==> config.mk <==
export PLATFORM = sky130hd
export DESIGN_NAME = afsc_regs
export DESIGN_NICKNAME = d
export VERILOG_FILES = /design/src/core/afsc_pkg.sv /design/src/core/afsc_regs.sv
export SDC_FILE = /design/constraint.sdc
export NUM_CORES = 1
export LEC_CHECK = 0
export CORE_MARGIN = 2
export CORE_UTILIZATION = 65
export CTS_CLUSTER_DIAMETER = 80
export DETAILED_ROUTE_END_ITERATION = 8
export DONT_BUFFER_PORTS = 1
export PLACE_DENSITY = 0.85
export SYNTH_ARGS = -nofsm -noshare
export SYNTH_HDL_FRONTEND = slang
export SYNTH_SLANG_ARGS = --single-unit
==> constraint.sdc <==
create_clock -name clk -period 3.01 [get_ports clk]
set_input_delay 0.4515 -clock clk [delete_from_list [all_inputs] [get_ports clk]]
set_output_delay 0.4515 -clock clk [all_outputs]
set_load 0.05 [all_outputs]
==> src/core/afsc_pkg.sv <==
// package for the amplifier fault status and control register bank
package afsc_pkg;

   // ==========================================================================
   // register offsets
   localparam logic [7:0] OFS_CHAN_STATUS = 8'h70;
   localparam logic [7:0] OFS_GLOBAL_A    = 8'h71;
   localparam logic [7:0] OFS_GLOBAL_B    = 8'h72;
   localparam logic [7:0] OFS_OT_WARN     = 8'h73;
   localparam logic [7:0] OFS_REPORT_MASK = 8'h74;
   localparam logic [7:0] OFS_LATCH_CTRL  = 8'h75;
   localparam logic [7:0] OFS_MISC_CTRL   = 8'h76;
   localparam logic [7:0] OFS_CLEAR_CMD   = 8'h78;

   // ==========================================================================
   // reset values
   localparam logic [7:0] RST_REPORT_MASK = 8'h00;
   localparam logic [7:0] RST_LATCH_CTRL  = 8'hF8;
   localparam logic [7:0] RST_MISC_CTRL   = 8'h00;
   localparam logic [7:0] RD_UNMAPPED     = 8'h00;

   // ==========================================================================
   // field positions
   localparam int B_LEFT_DC        = 3;
   localparam int B_RIGHT_DC       = 2;
   localparam int B_LEFT_OC        = 1;
   localparam int B_RIGHT_OC       = 0;
   localparam int B_OTP_CRC        = 7;
   localparam int B_BQ_FAIL        = 6;
   localparam int B_CLK_FAULT      = 2;
   localparam int B_PS_OV          = 1;
   localparam int B_PS_UV          = 0;
   localparam int B_THERM_SD       = 0;
   localparam int B_THERM_WARN     = 2;
   localparam int B_MASK_TSD       = 7;
   localparam int B_MASK_LS_UV     = 6;
   localparam int B_MASK_LS_OV     = 5;
   localparam int B_MASK_CLK       = 4;
   localparam int B_MASK_PS_UV     = 3;
   localparam int B_MASK_PS_OV     = 2;
   localparam int B_DC_FAULT_REPORT_MASK        = 1;
   localparam int B_OVERCURRENT_REPORT_MASK        = 0;
   localparam int B_CLK_HOLD_EN    = 5;
   localparam int B_TSD_HOLD_EN    = 4;
   localparam int B_TW_HOLD_EN     = 3;
   localparam int B_TW_MASK        = 2;
   localparam int B_CLK_DET_HOLD   = 7;
   localparam int B_AUTO_RECOVER   = 4;
   localparam int B_ANALOG_CLEAR   = 7;
   localparam int FAULT_COUNT      = 12;

   // ==========================================================================
   // raw fault inputs from the detection circuits
   typedef struct packed {
      logic left_dc;
      logic right_dc;
      logic left_oc;
      logic right_oc;
      logic otp_crc_err;
      logic biquad_fail;
      logic clock_fault;
      logic ps_ov;
      logic ps_uv;
      logic ls_ov;
      logic ls_uv;
      logic therm_sd;
      logic therm_warn;
   } afsc_fault_t;

   // register bus request
   typedef struct packed {
      logic       wr;
      logic       rd;
      logic [7:0] addr;
      logic [7:0] wdata;
   } afsc_req_t;

endpackage : afsc_pkg

==> src/core/afsc_regs.sv <==
// register bank for amplifier fault flags, report masks and latch controls
`timescale 1ns/1ps
// ==========================================================================
module afsc_regs
   import afsc_pkg::*;
#(
   parameter int DATA_W = 8
)(
   input  wire logic        clk,
   input  wire logic        arst_n,
   input  wire logic        clk_en,
   input  wire afsc_req_t   req,
   input  wire afsc_fault_t fault_raw,
   input  wire logic        clk_detect_raw,
   output logic [7:0]       rdata,
   output logic             rvalid,
   output logic             fault_report,
   output logic             clk_detect_status,
   output logic             auto_recovery_en,
   output logic             analog_clear_pulse
);

   // ==========================================================================
   // elaboration check
   if (DATA_W != 8)
   begin : g_bad_width
      $error("afsc_regs supports only 8-bit data");
   end

   // ==========================================================================
   // input synchronisers: detector levels arrive from the analog domain
   afsc_fault_t sync1_q;
   afsc_fault_t sync2_q;
   logic        det1_q;
   logic        det2_q;

   // two flops per bit, first stage read only by the second
   always_ff @(posedge clk or negedge arst_n)
   begin
      if (!arst_n)
      begin
         sync1_q <= '0;
         sync2_q <= '0;
         det1_q  <= 1'b0;
         det2_q  <= 1'b0;
      end
      else if (clk_en)
      begin
         sync1_q <= fault_raw;
         sync2_q <= sync1_q;
         det1_q  <= clk_detect_raw;
         det2_q  <= det1_q;
      end
   end

   // ==========================================================================
   // control registers
   logic [7:0] mask_q;
   logic [7:0] latch_ctrl_q;
   logic [7:0] misc_q;
   logic       clr_q;
   logic       wr_clear;

   assign wr_clear = req.wr && (req.addr == OFS_CLEAR_CMD) && req.wdata[B_ANALOG_CLEAR];

   // writable registers, reserved bits kept as storage
   always_ff @(posedge clk or negedge arst_n)
   begin
      if (!arst_n)
      begin
         mask_q       <= RST_REPORT_MASK;
         latch_ctrl_q <= RST_LATCH_CTRL;
         misc_q       <= RST_MISC_CTRL;
      end
      else if (clk_en && req.wr)
      begin
         if (req.addr == OFS_REPORT_MASK)
         begin
            mask_q <= req.wdata;
         end
         else if (req.addr == OFS_LATCH_CTRL)
         begin
            latch_ctrl_q <= req.wdata;
         end
         else if (req.addr == OFS_MISC_CTRL)
         begin
            misc_q <= req.wdata;
         end
      end
   end

   // write-only clear bit: one-cycle pulse, never stored for reads
   always_ff @(posedge clk or negedge arst_n)
   begin
      if (!arst_n)
      begin
         clr_q <= 1'b0;
      end
      else if (clk_en)
      begin
         clr_q <= wr_clear;
      end
   end

   // ==========================================================================
   // fault flags: held flags are sticky until clear, set wins over clear
   logic [FAULT_COUNT-1:0] live;
   logic [FAULT_COUNT-1:0] hold_en;
   logic [FAULT_COUNT-1:0] flag_q;

   // order: ldc rdc loc roc crc bq clk ov uv tsd tw det
   assign live = {sync2_q.left_dc, sync2_q.right_dc, sync2_q.left_oc, sync2_q.right_oc,
                  sync2_q.otp_crc_err, sync2_q.biquad_fail, sync2_q.clock_fault,
                  sync2_q.ps_ov, sync2_q.ps_uv, sync2_q.therm_sd, sync2_q.therm_warn, det2_q};
   // channel and supply faults hold, clock, shutdown and warning when enabled; memory and biquad errors hold until cleared too
   assign hold_en = {4'hF, 2'h3, latch_ctrl_q[B_CLK_HOLD_EN],
                     2'h3, latch_ctrl_q[B_TSD_HOLD_EN],
                     latch_ctrl_q[B_TW_HOLD_EN], misc_q[B_CLK_DET_HOLD]};

   for (genvar i = 0; i < FAULT_COUNT; i++)
   begin : g_flag
      always_ff @(posedge clk or negedge arst_n)
      begin
         if (!arst_n)
         begin
            flag_q[i] <= 1'b0;
         end
         else if (clk_en)
         begin
            if (!hold_en[i])
            begin
               flag_q[i] <= live[i];
            end
            else if (live[i])
            begin
               flag_q[i] <= 1'b1;
            end
            else if (clr_q)
            begin
               flag_q[i] <= 1'b0;
            end
         end
      end
   end

   // ==========================================================================
   // register images
   logic [7:0] chan_img;
   logic [7:0] glob_a_img;
   logic [7:0] glob_b_img;
   logic [7:0] warn_img;

   // reserved bits read zero
   always_comb
   begin
      chan_img   = 8'h00;
      glob_a_img = 8'h00;
      glob_b_img = 8'h00;
      warn_img   = 8'h00;
      chan_img[B_LEFT_DC]      = flag_q[11];
      chan_img[B_RIGHT_DC]     = flag_q[10];
      chan_img[B_LEFT_OC]      = flag_q[9];
      chan_img[B_RIGHT_OC]     = flag_q[8];
      glob_a_img[B_OTP_CRC]    = flag_q[7];
      glob_a_img[B_BQ_FAIL]    = flag_q[6];
      glob_a_img[B_CLK_FAULT]  = flag_q[5];
      glob_a_img[B_PS_OV]      = flag_q[4];
      glob_a_img[B_PS_UV]      = flag_q[3];
      glob_b_img[B_THERM_SD]   = flag_q[2];
      warn_img[B_THERM_WARN]   = flag_q[1];
   end

   // ==========================================================================
   // read port: one cycle after the request, unmapped and clear register read zero
   always_ff @(posedge clk or negedge arst_n)
   begin
      if (!arst_n)
      begin
         rdata  <= RD_UNMAPPED;
         rvalid <= 1'b0;
      end
      else if (clk_en)
      begin
         rvalid <= req.rd;
         if (!req.rd)
         begin
            rdata <= rdata;
         end
         else if (req.addr == OFS_CHAN_STATUS)
         begin
            rdata <= chan_img;
         end
         else if (req.addr == OFS_GLOBAL_A)
         begin
            rdata <= glob_a_img;
         end
         else if (req.addr == OFS_GLOBAL_B)
         begin
            rdata <= glob_b_img;
         end
         else if (req.addr == OFS_OT_WARN)
         begin
            rdata <= warn_img;
         end
         else if (req.addr == OFS_REPORT_MASK)
         begin
            rdata <= mask_q;
         end
         else if (req.addr == OFS_LATCH_CTRL)
         begin
            rdata <= latch_ctrl_q;
         end
         else if (req.addr == OFS_MISC_CTRL)
         begin
            rdata <= misc_q;
         end
         else
         begin
            rdata <= RD_UNMAPPED;
         end
      end
   end

   // ==========================================================================
   // fault report: unmasked flags other than memory, biquad and clock detect combine; logic supply faults use live levels
   logic report_d;

   always_comb
   begin
      report_d = ((flag_q[11] | flag_q[10]) & ~mask_q[B_DC_FAULT_REPORT_MASK])
               | ((flag_q[9] | flag_q[8]) & ~mask_q[B_OVERCURRENT_REPORT_MASK])
               | (flag_q[5] & ~mask_q[B_MASK_CLK])
               | (flag_q[4] & ~mask_q[B_MASK_PS_OV])
               | (flag_q[3] & ~mask_q[B_MASK_PS_UV])
               | (sync2_q.ls_ov & ~mask_q[B_MASK_LS_OV])
               | (sync2_q.ls_uv & ~mask_q[B_MASK_LS_UV])
               | (flag_q[2] & ~mask_q[B_MASK_TSD])
               | (flag_q[1] & ~latch_ctrl_q[B_TW_MASK]);
   end

   // registered side outputs
   always_ff @(posedge clk or negedge arst_n)
   begin
      if (!arst_n)
      begin
         fault_report       <= 1'b0;
         clk_detect_status  <= 1'b0;
         auto_recovery_en   <= 1'b0;
         analog_clear_pulse <= 1'b0;
      end
      else if (clk_en)
      begin
         fault_report       <= report_d;
         clk_detect_status  <= flag_q[0];
         auto_recovery_en   <= misc_q[B_AUTO_RECOVER];
         analog_clear_pulse <= clr_q;
      end
   end

   // ==========================================================================
   // assertions
   a_mask_reset: assert property (@(posedge clk) $rose(arst_n) |-> mask_q == 8'h00 && latch_ctrl_q == 8'hF8)
      else $error("control reset values wrong");
   a_clear_drops: assert property (@(posedge clk) disable iff (!arst_n)
      clk_en && clr_q && !live[5] && hold_en[5] |=> !flag_q[5])
      else $error("held clock fault not cleared");
   a_held_sticky: assert property (@(posedge clk) disable iff (!arst_n)
      clk_en && flag_q[2] && hold_en[2] && !clr_q |=> flag_q[2])
      else $error("held shutdown flag dropped");
   a_unheld_tracks: assert property (@(posedge clk) disable iff (!arst_n)
      clk_en && !hold_en[1] |=> flag_q[1] == $past(live[1]))
      else $error("unheld warning not tracking");
   a_warn_masked: assert property (@(posedge clk) disable iff (!arst_n)
      clk_en && latch_ctrl_q[B_TW_MASK] && flag_q[1] && !(|flag_q[11:2]) && !sync2_q.ls_ov && !sync2_q.ls_uv
      |=> !fault_report)
      else $error("masked warning reported");
   a_dc_report: assert property (@(posedge clk) disable iff (!arst_n)
      clk_en && flag_q[11] && !mask_q[B_DC_FAULT_REPORT_MASK] |=> fault_report)
      else $error("dc fault not reported");
   a_chan_read: assert property (@(posedge clk) disable iff (!arst_n)
      clk_en && req.rd && req.addr == OFS_CHAN_STATUS |=> rvalid && rdata[7:4] == 4'h0)
      else $error("channel read wrong");
   a_glob_b_read: assert property (@(posedge clk) disable iff (!arst_n)
      clk_en && req.rd && req.addr == OFS_GLOBAL_B |=> rdata == {7'h00, $past(flag_q[2])})
      else $error("global b read wrong");
   a_auto_rec: assert property (@(posedge clk) disable iff (!arst_n)
      clk_en && $past(clk_en) |-> auto_recovery_en == $past(misc_q[B_AUTO_RECOVER]))
      else $error("auto recovery output stale");
   // held and unheld faults, mask write, reports, clear pulse and read images; a lost hold here means a fault the host never sees
   a_crc_sticky: assert property (@(posedge clk) disable iff (!arst_n)
      clk_en && flag_q[7] && !clr_q |=> flag_q[7])
      else $error("memory check flag dropped without clear");
   a_bq_sticky: assert property (@(posedge clk) disable iff (!arst_n)
      clk_en && flag_q[6] && !clr_q |=> flag_q[6])
      else $error("biquad flag dropped without clear");
   a_clk_held: assert property (@(posedge clk) disable iff (!arst_n)
      clk_en && flag_q[5] && latch_ctrl_q[B_CLK_HOLD_EN] && !clr_q |=> flag_q[5])
      else $error("held clock fault dropped");
   a_tw_held: assert property (@(posedge clk) disable iff (!arst_n)
      clk_en && flag_q[1] && latch_ctrl_q[B_TW_HOLD_EN] && !clr_q |=> flag_q[1])
      else $error("held warning dropped");
   a_unheld_shutdown: assert property (@(posedge clk) disable iff (!arst_n)
      clk_en && !latch_ctrl_q[B_TSD_HOLD_EN] |=> flag_q[2] == $past(live[2]))
      else $error("unheld shutdown not tracking");
   a_det_live: assert property (@(posedge clk) disable iff (!arst_n)
      clk_en && !misc_q[B_CLK_DET_HOLD] |=> flag_q[0] == $past(det2_q))
      else $error("clock detect not following live result");
   a_mask_write: assert property (@(posedge clk) disable iff (!arst_n)
      clk_en && req.wr && req.addr == OFS_REPORT_MASK |=> mask_q == $past(req.wdata))
      else $error("mask write lost");
   a_oc_report: assert property (@(posedge clk) disable iff (!arst_n)
      clk_en && flag_q[9] && !mask_q[B_OVERCURRENT_REPORT_MASK] |=> fault_report)
      else $error("over-current fault not reported");
   a_tsd_report: assert property (@(posedge clk) disable iff (!arst_n)
      clk_en && flag_q[2] && !mask_q[B_MASK_TSD] |=> fault_report)
      else $error("shutdown fault not reported");
   a_clear_pulse: assert property (@(posedge clk) disable iff (!arst_n)
      clk_en && clr_q |=> analog_clear_pulse)
      else $error("clear pulse missing");
   a_glob_a_read: assert property (@(posedge clk) disable iff (!arst_n)
      clk_en && req.rd && req.addr == OFS_GLOBAL_A |=> rvalid && rdata[5:3] == 3'h0)
      else $error("global a reserved bits not zero");
   a_warn_read: assert property (@(posedge clk) disable iff (!arst_n)
      clk_en && req.rd && req.addr == OFS_OT_WARN |=> rdata == {5'h00, $past(flag_q[1]), 2'h0})
      else $error("warning read wrong");
   c_clear_cmd: cover property (@(posedge clk) disable iff (!arst_n) wr_clear ##2 analog_clear_pulse);
   c_report: cover property (@(posedge clk) disable iff (!arst_n) $rose(fault_report));
   c_det_hold: cover property (@(posedge clk) disable iff (!arst_n) misc_q[B_CLK_DET_HOLD] && flag_q[0] && !det2_q);

endmodule : afsc_regs

### After elaboration in Yosys (flattened, before gate mapping)

Cells that the tools add are included.
W data, S select, Z words.

| word-level totals | value |
|---|---|
| input port bits | 35 |
| bits in registers | 78 |
| output and inout bits | 13 |
| word-level logic and storage cells | 143 |

| operators by class | value |
|---|---|
| mux-type cells | 24 |
| eq/ne operators | 12 |
| reductions and logical operators | 27 |
| bitwise gates (word level) | 30 |

Operator list:

| operator | number |
|---|---|
| $eq A8 B7 Y1 const B | 8 |
| $mux W8 | 7 |
| $reduce_and A2 Y1 | 14 |
| $mux W1 | 17 |
| $reduce_bool A2 Y1 | 8 |
| $ne A3 B2 Y1 const B | 4 |
| $not A1 Y1 | 11 |
| $or A1 B1 Y1 | 10 |
| $and A1 B1 Y1 | 9 |
| $reduce_and A4 Y1 | 1 |
| $logic_and A1 B1 Y1 | 3 |
| $reduce_and A3 Y1 | 1 |

### Depth between registers and ports, before layout

Gate-level depths: netlist of the first run.

| logic depth | value |
|---|---|
| word-level depth | 10 |
| mapped depth | 6 |
| gate-level depth less buffers | 4 |

### Worst setup path after synthesis of the first run

No wires, ideal clock.

| timing path | value |
|---|---|
| path type | in2reg |
| from | input port req[15] (netlist name) |
| to | register latch_ctrl_q[0] |
| arrival | 1.477 ns |
| setup time | 0.125 ns |
| stages | 5 |
| buffers on the path | 1 |
| path slack | 1.408 ns |
| data required time | 2.885 ns |
| cell sequence | and4b_2 -> nand3_4 -> nor2b_2 -> buf_6 -> mux2_2 |

| on the way | value |
|---|---|
| word-level cells in the longest chain between the ends | 3 |
| elaborated cells on any way between the ends | 4 |
| classes of those cells | 2 x eq/ne; 1 x bitwise; 1 x reduce/logical |

Ends and longest elaborated chain:

| element | RTL line | text |
|---|---|---|
| start: declaration | afsc_regs.sv:12 | `input wire afsc_req_t req,` |
| $eq A8 B7 Y1 | afsc_regs.sv:77 | `if (req.addr == OFS_REPORT_MASK)` |
| $not A1 Y1 (no line) | - |  |
| $reduce_and A3 Y1 (no line) * | - |  |
| end signal: assignment | afsc_regs.sv:83 | `latch_ctrl_q <= req.wdata;` |
| end: declaration | afsc_regs.sv:59 | `logic [7:0] latch_ctrl_q;` |

Every way passes the cells marked *; elsewhere a longest branch is shown, timed or not.
A chain may end at the register's enable or synchronous reset.

### Worst setup path after layout of the first run

| timing path | value |
|---|---|
| from | input port req[15] (netlist name) |
| to | register latch_ctrl_q[1] |

Same word-level chain as after synthesis.

==> results.tsv, run 1 <==
stage	metric	value	unit
power_and_ir_drop	Pint	0.00153	W
finish	nets	289	
clock_tree	Worst-Skew Late Latency	0.34	ns
detailed_routing	DR iter-0 viols	164	
power_and_ir_drop	sw frac	0.235	
finish	Area Overhead vs Synth	5.14	%
setup_path	Critical R2R Launch	flag_q[6]	
clock_tree	CTS Buffer Depth	2	
synthesis	synthesis warning total	0	
setup_path	CP Launch Type	input port	
clock_tree	Clock transition at path regs	0.07	ns
timing	Hold WS	-0.00852	ns
clock_tree	CTS tree	built	
setup_path	Worst Path Arrival	1.74	ns
synthesis	Synth area leaders	dfrtp_1 54%, mux2_2 17%, a22o_1 3.9%, dfstp_2 3.9%, mux2i_1 2.3%	
global_route	number of global-route vias before repair	2104	
setup_path	CP endpoint kind	flip-flop	
clock_tree	TritonCTS Buffers	9	
timing	clk_skew	0.00426	ns
floorplan	IO Pins	48	
detailed_routing	Vias/cell	6.22	
detailed_routing	first-pass detailed-route iteration total	4	
detailed_routing	# DRC	0	
synthesis	Post-Syn Instances	257	
clock_tree	CTS root buf	clkbuf_8	
floorplan	die area	5840	sq um
setup_path	worst reg2reg path depth	4	
clock_tree	clk sinks	78	
timing	Setup Viol. Count Final	0	
detailed_routing	Detail Route Antenna Nets	0	
floorplan	die width	76.4	um
timing	Fmax	0.665	GHz
power_and_ir_drop	PwrDens	559	nW/um^2
global_route	largest net degree at the start of global routing	79	
synthesis	post-synth cell types	43	
place	Detailed Place HPWL	4400	um
worst_hold_path	Hold Crit Class	input port to asynchronous set/reset pin	
finish	diode count	0	
setup_path	Required @ worst endpoint	3.24	ns
synthesis	Yosys top cell area share	0.536	
finish	area of the multi-input gates	1280	sq um
synthesis	Syn Nets	292	
timing	worst-margin pin slew	0.557	ns
global_route	GRT overflow	0	
timing	slew margin rel.	0.628	
detailed_routing	Post-Route WL	6380	um
timing	Pins Over Slew Limit	0	
power_and_ir_drop	Reg power frac	0.587	
power_and_ir_drop	Peak VDD IR	0.323	mV
power_and_ir_drop	clock share of power	0.345	
timing	fin crit period	1.50	ns
global_route	initial antenna violation count	0	
floorplan	row count	26	
floorplan	Die Ht	76.4	um
finish	layout cells sized above 1	0.310	
finish	commonest cells after routing, fill and taps aside	73 x dfrtp_1, 51 x mux2_2, 16 x inv_1	
synthesis	Synth area leader	dfrtp_1	
run_status	outcome	finished with violations	
detailed_routing	wire length per cell	19.5	um
global_route	Tot GR Track Use	0.241	
place	GP Congestion	0.913	
setup_path	CP Max Fanout	8	
flow_run	Max Cap Viol	0	
timing	part of the cycle the worst path needs	0.499	
setup_path	CP Class	input port to flip-flop	
synthesis	Mapped Avg Cell Area	13.3	sq um
power_and_ir_drop	Comb power frac	0.068	
timing	TNS Setup	0	ns
finish	FILL cells	357	
timing	unrepaired setup endpoints after global routing	no	
finish	FF+latch area	1960	sq um
synthesis	Seq/Total Area, Yosys	0.574	
clock_tree	post-CTS setup buffers	0	
finish	leading cell type in the layout, fill and taps excluded	dfrtp_1	
setup_path	R2R Path End	rdata[6]	
power_and_ir_drop	Sw Pwr	0.000470	W
place	I/O Buffers	0	
detailed_routing	via count	2039	
floorplan	Starting Density	0.672	
floorplan	core area	5070	sq um
setup_path	R2R Setup Slk	1.77	ns
timing	final hold vios	17	
power_and_ir_drop	total power draw	0.00200	W
power_and_ir_drop	Leakage	1.60	nW
run_status	failing checks	hold timing	
global_route	first-pass GRT wire length	10900	um
clock_tree	H-tree depth	3	
synthesis	Synth Cell Area	3410	sq um
synthesis	FF+latch count, synth	78	
-- worst max-delay path: stages --
cell and delay, ns:
and4b_2 0.33, nand3_4 0.14, nor2b_2 0.43, mux2_2 0.39
-- cell usage after synthesis (all sizes together) --
cell type,count
a2111oi,1
a211oi,1
a21oi,5
a221oi,1
a222oi,1
a22o,15
a31oi,1
a32o,1
a32oi,1
and2b,2
and3,2
and4b,1
buf,13
clkbuf,2
dfrtp,73
dfstp,5
inv,16
mux2,53
mux2i,8
nand2,11
nand3,5
nand4,1
nor2,9
nor2b,2
nor3,3
o211a,1
o211ai,2
o21ai,11
o22ai,3
o2bb2ai,1
o31ai,4
o41ai,1
or2,1
-- per-layer routing --
layer | vias up | global-route usage | part of all wire
met5 | - | 0 | 0
met4 | 0 | 0.0964 | 0.021
met3 | 15 | 0.0877 | 0.061
met2 | 66 | 0.348 | 0.46
met1 | 1040 | 0.336 | 0.46
li1 | 918 | - | -
-- kinds of logic (layout without fill, tap and decap cells) --
| family | Yosys count | in the layout | synth area share |
|---|---|---|---|
| flops | 78 | 78 | 0.574 |
| buf+inv | 31 | 32 | 0.0492 |
| mux | 61 | 61 | 0.198 |
| compound gates | 50 | 50 | 0.110 |
| simple gates | 37 | 37 | 0.0682 |
-- cell type report --
cell class | count | area share
clock buffers | 14 | 0.0454
clock inverters | 1 | 0.00140
inverters | 16 | 0.0167
multi-input cells | 148 | 0.358
flip-flops and latches | 78 | 0.546
well taps | 70 | 0.0244
repair buffers | 1 | 0.00768
-- worst max-delay path by stage --
stage	start	end	slack [ns]	cells after the start
detailed placement	req[15]	latch_ctrl_q[1]	1.15	4
CTS	req[15]	latch_ctrl_q[1]	1.52	4
global placement	req[15]	latch_ctrl_q[1]	1.21	4
finish	req[15]	latch_ctrl_q[1]	1.51	4
global route	req[15]	latch_ctrl_q[1]	1.47	4
floorplan	req[15]	latch_ctrl_q[0]	1.41	5
-- state kept, by name, summed over array words and instances, names as in the netlist, 2 cells and up --
signal,count
sync1_q,13
live,11
flag_q,8
latch_ctrl_q,8
mask_q,8
misc_q,8
rdata,8
chan_img,4
sync2_q,2
-- power groups by stage --
stage | clock network [W] | logic, W | registers, W
after floorplan | 0 | 0.000123 | 0.00118
after global routing | 0.000755 | 0.000152 | 0.00118
final | 0.000692 | 0.000135 | 0.00118
after CTS | 0.000703 | 0.000139 | 0.00118
after global placement | 0 | 0.000108 | 0.00119
after detailed placement | 0 | 0.000114 | 0.00120
-- timing repair --
action / in CTS / in global routing
hold buffers: 1 / 0
gates resized for setup: 0 / 0
endpoints found under the hold margin: 78 / 0
-- per-stage QoR --
step	setup slack (ns)	instances	utilization	area [sq um]
6_report	1.51	328	0.707	3590
5_1_grt	1.47	328	0.707	3590
4_1_cts	1.52	328	0.707	3590
3_5_place_dp	1.15	312	0.668	3390
3_3_place_gp	1.21	312	0.668	3390
2_1_floorplan	1.41	257	-	3410
(Power assumes the default switching activity.)
==> run 2: changes to the inputs <==
ABC_AREA = 1   (was unset)
CORE_UTILIZATION = 57   (was 65)
PLACE_DENSITY = 0.79   (was 0.85)
clock period = 1.2 ns   (was 3.01 ns; I/O delays follow)
==> run 2 against run 1 <==
  * The flow still finishes with violations (hold timing)
  * Core utilization is 2.7 points lower
  * Clock power increased to 2.8 times the previous value
  * Clock skew rose by 0.0054 ns
  * Non-clock buffer count is 34 higher
  * Critical path depth fell by 4
  * First-iteration DRC count is 28% higher
  * Synthesized cell count rose by 56%
  * Via count is 36% higher
  * Worst setup slack worse by 1.5 ns
  * Worst hold slack lost 0.47 ns
  * Cell count increased by 57%
  * Largest cell class unchanged
  * Highest routed layer unchanged
==> results.tsv, run 2 <==
stage	metric	value	unit	change
timing	final hold vios	78		+61
finish	leading cell type in the layout, fill and taps excluded	nand2_1		
floorplan	row count	28		+7.7%
timing	fin crit period	1.17	ns	
synthesis	Synth Cell Area	3520	sq um	+3.3%
detailed_routing	via count	2764		+36%
clock_tree	Clock transition at path regs	0.08	ns	about the same
detailed_routing	Post-Route WL	7590	um	+19%
finish	nets	469		+62%
global_route	number of global-route vias before repair	2526		+20%
clock_tree	H-tree depth	3		unchanged
power_and_ir_drop	sw frac	0.252		+0.0170
finish	Largest Register	sync1_q		
floorplan	Starting Density	0.591		-0.0807
global_route	initial antenna violation count	0		unchanged
power_and_ir_drop	Comb power frac	0.080		+0.012
synthesis	synthesis warning total	0		unchanged
power_and_ir_drop	Pint	0.00391	W	+150%
synthesis	count leader, synth	nand2_1		
power_and_ir_drop	Leakage	2.08	nW	+30%
power_and_ir_drop	PwrDens	1290	nW/um^2	+130%
clock_tree	clk sinks	78		unchanged
timing	Fmax	0.851	GHz	
synthesis	Synth area leader	dfrtp_1		
synthesis	EDFF count, synth	0		unchanged
setup_path	CP Max Fanout	2		-6
synthesis	Yosys top cell area share	0.519		-0.0169
clock_tree	Worst-Skew Late Latency	0.34	ns	about the same
detailed_routing	# DRC	0		unchanged
global_route	GRT overflow	0		unchanged
clock_tree	CTS Buffer Depth	2		unchanged
global_route	Tot GR Track Use	0.246		+0.00507
clock_tree	CTS root buf	clkbuf_8		
clock_tree	CTS tree	built		
synthesis	Seq/Total Area, Yosys	0.556		-0.0182
setup_path	CP endpoint kind	output port		
global_route	first-pass GRT wire length	12500	um	+15%
finish	Area Overhead vs Synth	15.0	%	
synthesis	top cells by count, synth	133 x nand2_1, 73 x dfrtp_1, 39 x inv_1		
worst_hold_path	Hold Crit Class	input port to asynchronous set/reset pin		
detailed_routing	wire length per cell	14.8	um	-24%
floorplan	die width	82.6	um	+8.1%
detailed_routing	Vias/cell	5.38		-13%
synthesis	asr flop ratio synth	1.00		unchanged
synthesis	ys flop type	dfrtp_1		
floorplan	die area	6820	sq um	+17%
place	GP Congestion	0.947		+3.7%
finish	Final Util	0.680		-0.0268
timing	worst-margin pin slew	0.483	ns	-0.0741 ns
clock_tree	number of hold-repair buffers added at the cts stage	15		+14
timing	Setup Viol. Count Final	0		unchanged
synthesis	post-synth cell types	29		-33%
timing	slew margin rel.	0.678		+0.0503
timing	part of the cycle the worst path needs	0.979		
synthesis	FF+latch count, synth	78		unchanged
synthesis	Syn Nets	437		+50%
finish	layout cells sized above 1	0.164		-0.146
setup_path	CP Launch Type	flip-flop		
floorplan	IO Pins	48		unchanged
power_and_ir_drop	Peak VDD IR	0.884	mV	+170%
setup_path	Worst Path Arrival	0.99	ns	-0.75 ns
global_route	largest net degree at the start of global routing	79		unchanged
synthesis	Mapped Avg Cell Area	8.76	sq um	-34%
finish	max reg flops	13		unchanged
power_and_ir_drop	clock share of power	0.367		+0.022
floorplan	Die Ht	82.6	um	+8.1%
finish	commonest cells after routing, fill and taps aside	133 x nand2_1, 72 x dfrtp_1, 39 x inv_1		
synthesis	Post-Syn Instances	402		+56%
floorplan	core area	5960	sq um	+17%
timing	Pins Over Slew Limit	0		unchanged
run_status	outcome	finished with violations		
setup_path	CP Class	flip-flop to output port		
timing	clk_skew	0.00962	ns	+0.00536 ns
run_status	failing checks	hold timing		
timing	TNS Setup	0	ns	unchanged
clock_tree	TritonCTS Buffers	9		unchanged
detailed_routing	first-pass detailed-route iteration total	4		unchanged
synthesis	Synth area leaders	dfrtp_1 52%, nand2_1 14%, nand3_1 5.0%, o21ai_0 4.3%, inv_1 4.2%		
timing	unrepaired setup endpoints after global routing	no		
timing	Hold WS	-0.480	ns	-0.472 ns
finish	diode count	0		unchanged
power_and_ir_drop	Reg power frac	0.554		-0.033
detailed_routing	Detail Route Antenna Nets	0		unchanged
flow_run	Max Cap Viol	0		unchanged
setup_path	Required @ worst endpoint	1.02	ns	-2.22 ns
clock_tree	post-CTS setup buffers	0		unchanged
finish	FILL cells	487		+36%
power_and_ir_drop	Sw Pwr	0.00131	W	+180%
place	Detailed Place HPWL	5390	um	+22%
detailed_routing	DR iter-0 viols	210		+28%
place	I/O Buffers	0		unchanged
==> run 2: changes by cell type after synthesis, sizes merged, moves of 8 or more <==
cell | before | now
a22o | 15 | 0
inv | 16 | 42
mux2 | 53 | 0
mux2i | 8 | 0
nand2 | 11 | 139
nand3 | 5 | 37
nor2 | 9 | 18
o21ai | 11 | 48
==> run 2: power by group through the flow <==
stage / clock network, W / registers (W) / logic, W
6_report: 0.00191 / 0.00289 / 0.000416
5_1_grt: 0.00206 / 0.00291 / 0.000475
4_1_cts: 0.00194 / 0.00289 / 0.000419
3_5_place_dp: 0 / 0.00294 / 0.000355
3_3_place_gp: 0 / 0.00294 / 0.000344
2_1_floorplan: 0 / 0.00293 / 0.000274
==> run 2: cell families (layout without fill, tap and decap cells) <==
family,Yosys count,count (layout),share of synthesized area
AO/OA/AOI/OAI,69,69,0.123
buffers and inverters,57,94,0.0689
flip-flops,78,78,0.556
AND/OR/NAND/NOR,198,198,0.252
==> run 2: worst paths after layout <==
check / cells after the start / start / slack [ns] / endpoint
worst min-delay path: 0 / arst_n / -0.48 / rdata[4]
worst max-delay path: 0 / analog_clear_pulse / 0.03 / analog_clear_pulse
worst min register to register: 2 / sync1_q[1] / 0.47 / sync1_q[1]
min in group clk: 2 / req[3] / 0.01 / latch_ctrl_q[3]
max in group asynchronous: 0 / arst_n / 1.48 / latch_ctrl_q[7]
worst max register to register: 6 / flag_q[5] / 0.10 / rdata[2]
==> run 2: what timing repair did <==
action,in CTS,in global routing
gates resized for setup,0,1
setup endpoints to repair,0,1
hold endpoints to repair,110,78
==> run 2: routing by layer <==
layer  GRT usage  part of all wire  wire length, um
met1       0.362              0.46             3470
met2       0.357              0.45             3440
met3      0.0446             0.057              433
met4       0.110             0.032              246
met5           0                 0                0
==> run 2: final cells by class <==
type	instances	area (sq um)	area share
flip-flops and latches	78	1960	0.484
multi-input cells	267	1320	0.326
repair buffers	35	323	0.0797
inverters	43	161	0.0399
clock buffers	11	131	0.0324
well taps	75	93.8	0.0232
clock inverters	5	58.8	0.0145
==> run 2: stage by stage <==
stage | power, W | setup WS (ns) | instances | instance area [sq um]
3_3_place_gp | 0.00328 | 0.0656 | 483 | 3700
2_1_floorplan | 0.00321 | 0.0750 | 402 | 3520
3_5_place_dp | 0.00330 | 0.0280 | 483 | 3700
4_1_cts | 0.00525 | 0.0120 | 514 | 4050
6_report | 0.00522 | 0.0254 | 514 | 4050
5_1_grt | 0.00545 | 0.00102 | 514 | 4050
==> run 3: changes to the inputs <==
REMOVE_ABC_BUFFERS = 1   (was unset)
==> run 3 against run 2 <==
  * The flow still finishes with violations (hold timing)
  * Clock power is 5% higher
  * Worst hold slack better by 0.0059 ns
  * Power is 1.5% higher
  * Combinational power hardly changed
  * Global-route usage is 0.65 points higher
  * Non-clock buffer count is 4 lower
  * Count of clock-buffer cells in the layout is 1 higher
  * Clock skew is 0.0027 ns lower
  * Core utilization is 0.50 points lower
  * Largest power group unchanged
  * Highest routed layer unchanged
==> results.tsv, run 3 (synthesized netlist as in run 2, its figures left out) <==
stage	metric	value	unit	change
power_and_ir_drop	Leakage	2.06	nW	-0.78%
place	Detailed Place HPWL	5260	um	-2.3%
place	I/O Buffers	0		unchanged
clock_tree	CTS tree	built		
clock_tree	number of hold-repair buffers added at the cts stage	15		unchanged
finish	leading cell type in the layout, fill and taps excluded	nand2_1		
finish	FILL cells	515		+5.7%
timing	Setup Viol. Count Final	0		unchanged
setup_path	Required @ worst endpoint	1.02	ns	about the same
detailed_routing	# DRC	0		unchanged
clock_tree	post-CTS setup buffers	0		unchanged
setup_path	Worst Path Arrival	0.99	ns	about the same
floorplan	core area	5960	sq um	unchanged
detailed_routing	first-pass detailed-route iteration total	4		unchanged
timing	worst-margin pin slew	0.486	ns	+0.00323 ns
floorplan	row count	28		unchanged
power_and_ir_drop	total power draw	0.00530	W	+1.5%
finish	Largest Register	sync1_q		
global_route	initial antenna violation count	0		unchanged
global_route	number of global-route vias before repair	2757		+9.1%
timing	clk_skew	0.00692	ns	-0.00270 ns
power_and_ir_drop	Sw Pwr	0.00130	W	-1.2%
power_and_ir_drop	PwrDens	1320	nW/um^2	+2.3%
setup_path	CP Class	flip-flop to output port		
global_route	Tot GR Track Use	0.253		+0.00653
timing	unrepaired setup endpoints after global routing	no		
floorplan	die area	6820	sq um	unchanged
clock_tree	TritonCTS Buffers	9		unchanged
run_status	failing checks	hold timing		
power_and_ir_drop	clock share of power	0.377		+0.010
global_route	first-pass GRT wire length	12800	um	+2.8%
setup_path	CP endpoint kind	output port		
detailed_routing	Post-Route WL	7800	um	+2.8%
clock_tree	CTS root buf	clkbuf_8		
timing	Pins Over Slew Limit	0		unchanged
timing	TNS Setup	0	ns	unchanged
power_and_ir_drop	Comb power frac	0.078		-0.002
finish	diode count	0		unchanged
power_and_ir_drop	Pint	0.00400	W	+2.4%
clock_tree	CTS Buffer Depth	2		unchanged
timing	Fmax	0.856	GHz	+0.56%
detailed_routing	wire length per cell	15.3	um	+3.8%
timing	Hold WS	-0.474	ns	+0.00595 ns
global_route	GRT overflow	0		unchanged
global_route	largest net degree at the start of global routing	79		unchanged
floorplan	Die Ht	82.6	um	unchanged
timing	fin crit period	1.17	ns	-0.00652 ns
finish	commonest cells after routing, fill and taps aside	132 x nand2_1, 71 x dfrtp_1, 39 x inv_1		
detailed_routing	DR iter-0 viols	152		-28%
finish	Area Overhead vs Synth	14.1	%	
flow_run	Max Cap Viol	0		unchanged
finish	nets	465		-0.85%
place	GP Congestion	0.942		-0.52%
timing	part of the cycle the worst path needs	0.973		-0.00543
place	placed instance area	3650	sq um	-1.2%
setup_path	CP Max Fanout	2		unchanged
detailed_routing	Detail Route Antenna Nets	0		unchanged
power_and_ir_drop	Reg power frac	0.545		-0.009
setup_path	CP Launch Type	flip-flop		
finish	layout cells sized above 1	0.161		-0.00272
finish	max reg flops	13		unchanged
finish	fin area	4020	sq um	-0.74%
worst_hold_path	Hold Crit Class	input port to asynchronous set/reset pin		
floorplan	die width	82.6	um	unchanged
power_and_ir_drop	sw frac	0.245		-0.00667
timing	slew margin rel.	0.676		-0.00215
run_status	outcome	finished with violations		
detailed_routing	Vias/cell	5.44		+1.2%
timing	final hold vios	78		unchanged
clock_tree	Worst-Skew Late Latency	0.34	ns	about the same
clock_tree	Clock transition at path regs	0.08	ns	about the same
detailed_routing	via count	2771		+0.25%
clock_tree	H-tree depth	3		unchanged
floorplan	Starting Density	0.591		unchanged
floorplan	IO Pins	48		unchanged
clock_tree	clk sinks	78		unchanged
power_and_ir_drop	Peak VDD IR	0.785	mV	-11%
==> run 3: changes by cell type in the layout (fill, tap and decap cells not counted), sizes merged <==
cell,previous run,this run
clkinvlp,2,0
clkinv,2,3
clkbuf,11,12
buf,21,17
inv,43,42
==> run 3: power groups by stage <==
stage	Sequential [W]	Clock, W	Combinational [W]
2_1_floorplan	0.00293	0	0.000251
3_3_place_gp	0.00294	0	0.000340
3_5_place_dp	0.00294	0	0.000350
4_1_cts	0.00289	0.00202	0.000414
5_1_grt	0.00291	0.00212	0.000467
6_report	0.00289	0.00200	0.000413
==> run 3: final cells by class <==
class	instances	area (sq um)	area share
Timing Repair Buffer	31	280	0.0697
Clock buffer	12	155	0.0386
Multi-Input combinational cell	267	1320	0.329
Inverter	43	161	0.0402
Sequential cell	78	1960	0.488
Clock inverter	3	43.8	0.0109
Tap cell	75	93.8	0.0233
==> run 3: timing repair <==
item	CTS	global route
resized for setup	0	3
setup endpoints to repair	0	8
endpoints found under the hold margin	110	78
==> run 3: final timing paths <==
| path | end | cells after the start | startpoint | slack (ns) |
|---|---|---|---|---|
| setup / recovery | analog_clear_pulse | 0 | analog_clear_pulse | 0.03 |
| hold / removal | latch_ctrl_q[0] | 0 | arst_n | -0.47 |
| setup reg to reg | rdata[2] | 6 | flag_q[5] | 0.09 |
| hold reg to reg | sync1_q[12] | 2 | sync1_q[12] | 0.48 |
| max in group asynchronous | latch_ctrl_q[4] | 0 | arst_n | 1.44 |
| min in group clk | latch_ctrl_q[5] | 2 | req[5] | 0.01 |
==> run 3: per-stage QoR <==
step	worst slack, ns	util	cells
3_5_place_dp	0.000139	0.614	479
3_3_place_gp	0.0367	0.614	479
4_1_cts	0.000755	0.674	509
5_1_grt	0.000562	0.675	509
2_1_floorplan	-0.0189	-	388
6_report	0.0320	0.675	509
==> run 3: per-layer routing <==
metal,routed length [um],up-vias,track usage
li1,-,1350,-
met1,3630,1301,0.336
met2,3510,97,0.387
met3,420,23,0.0598
met4,248,0,0.131
met5,0,-,0
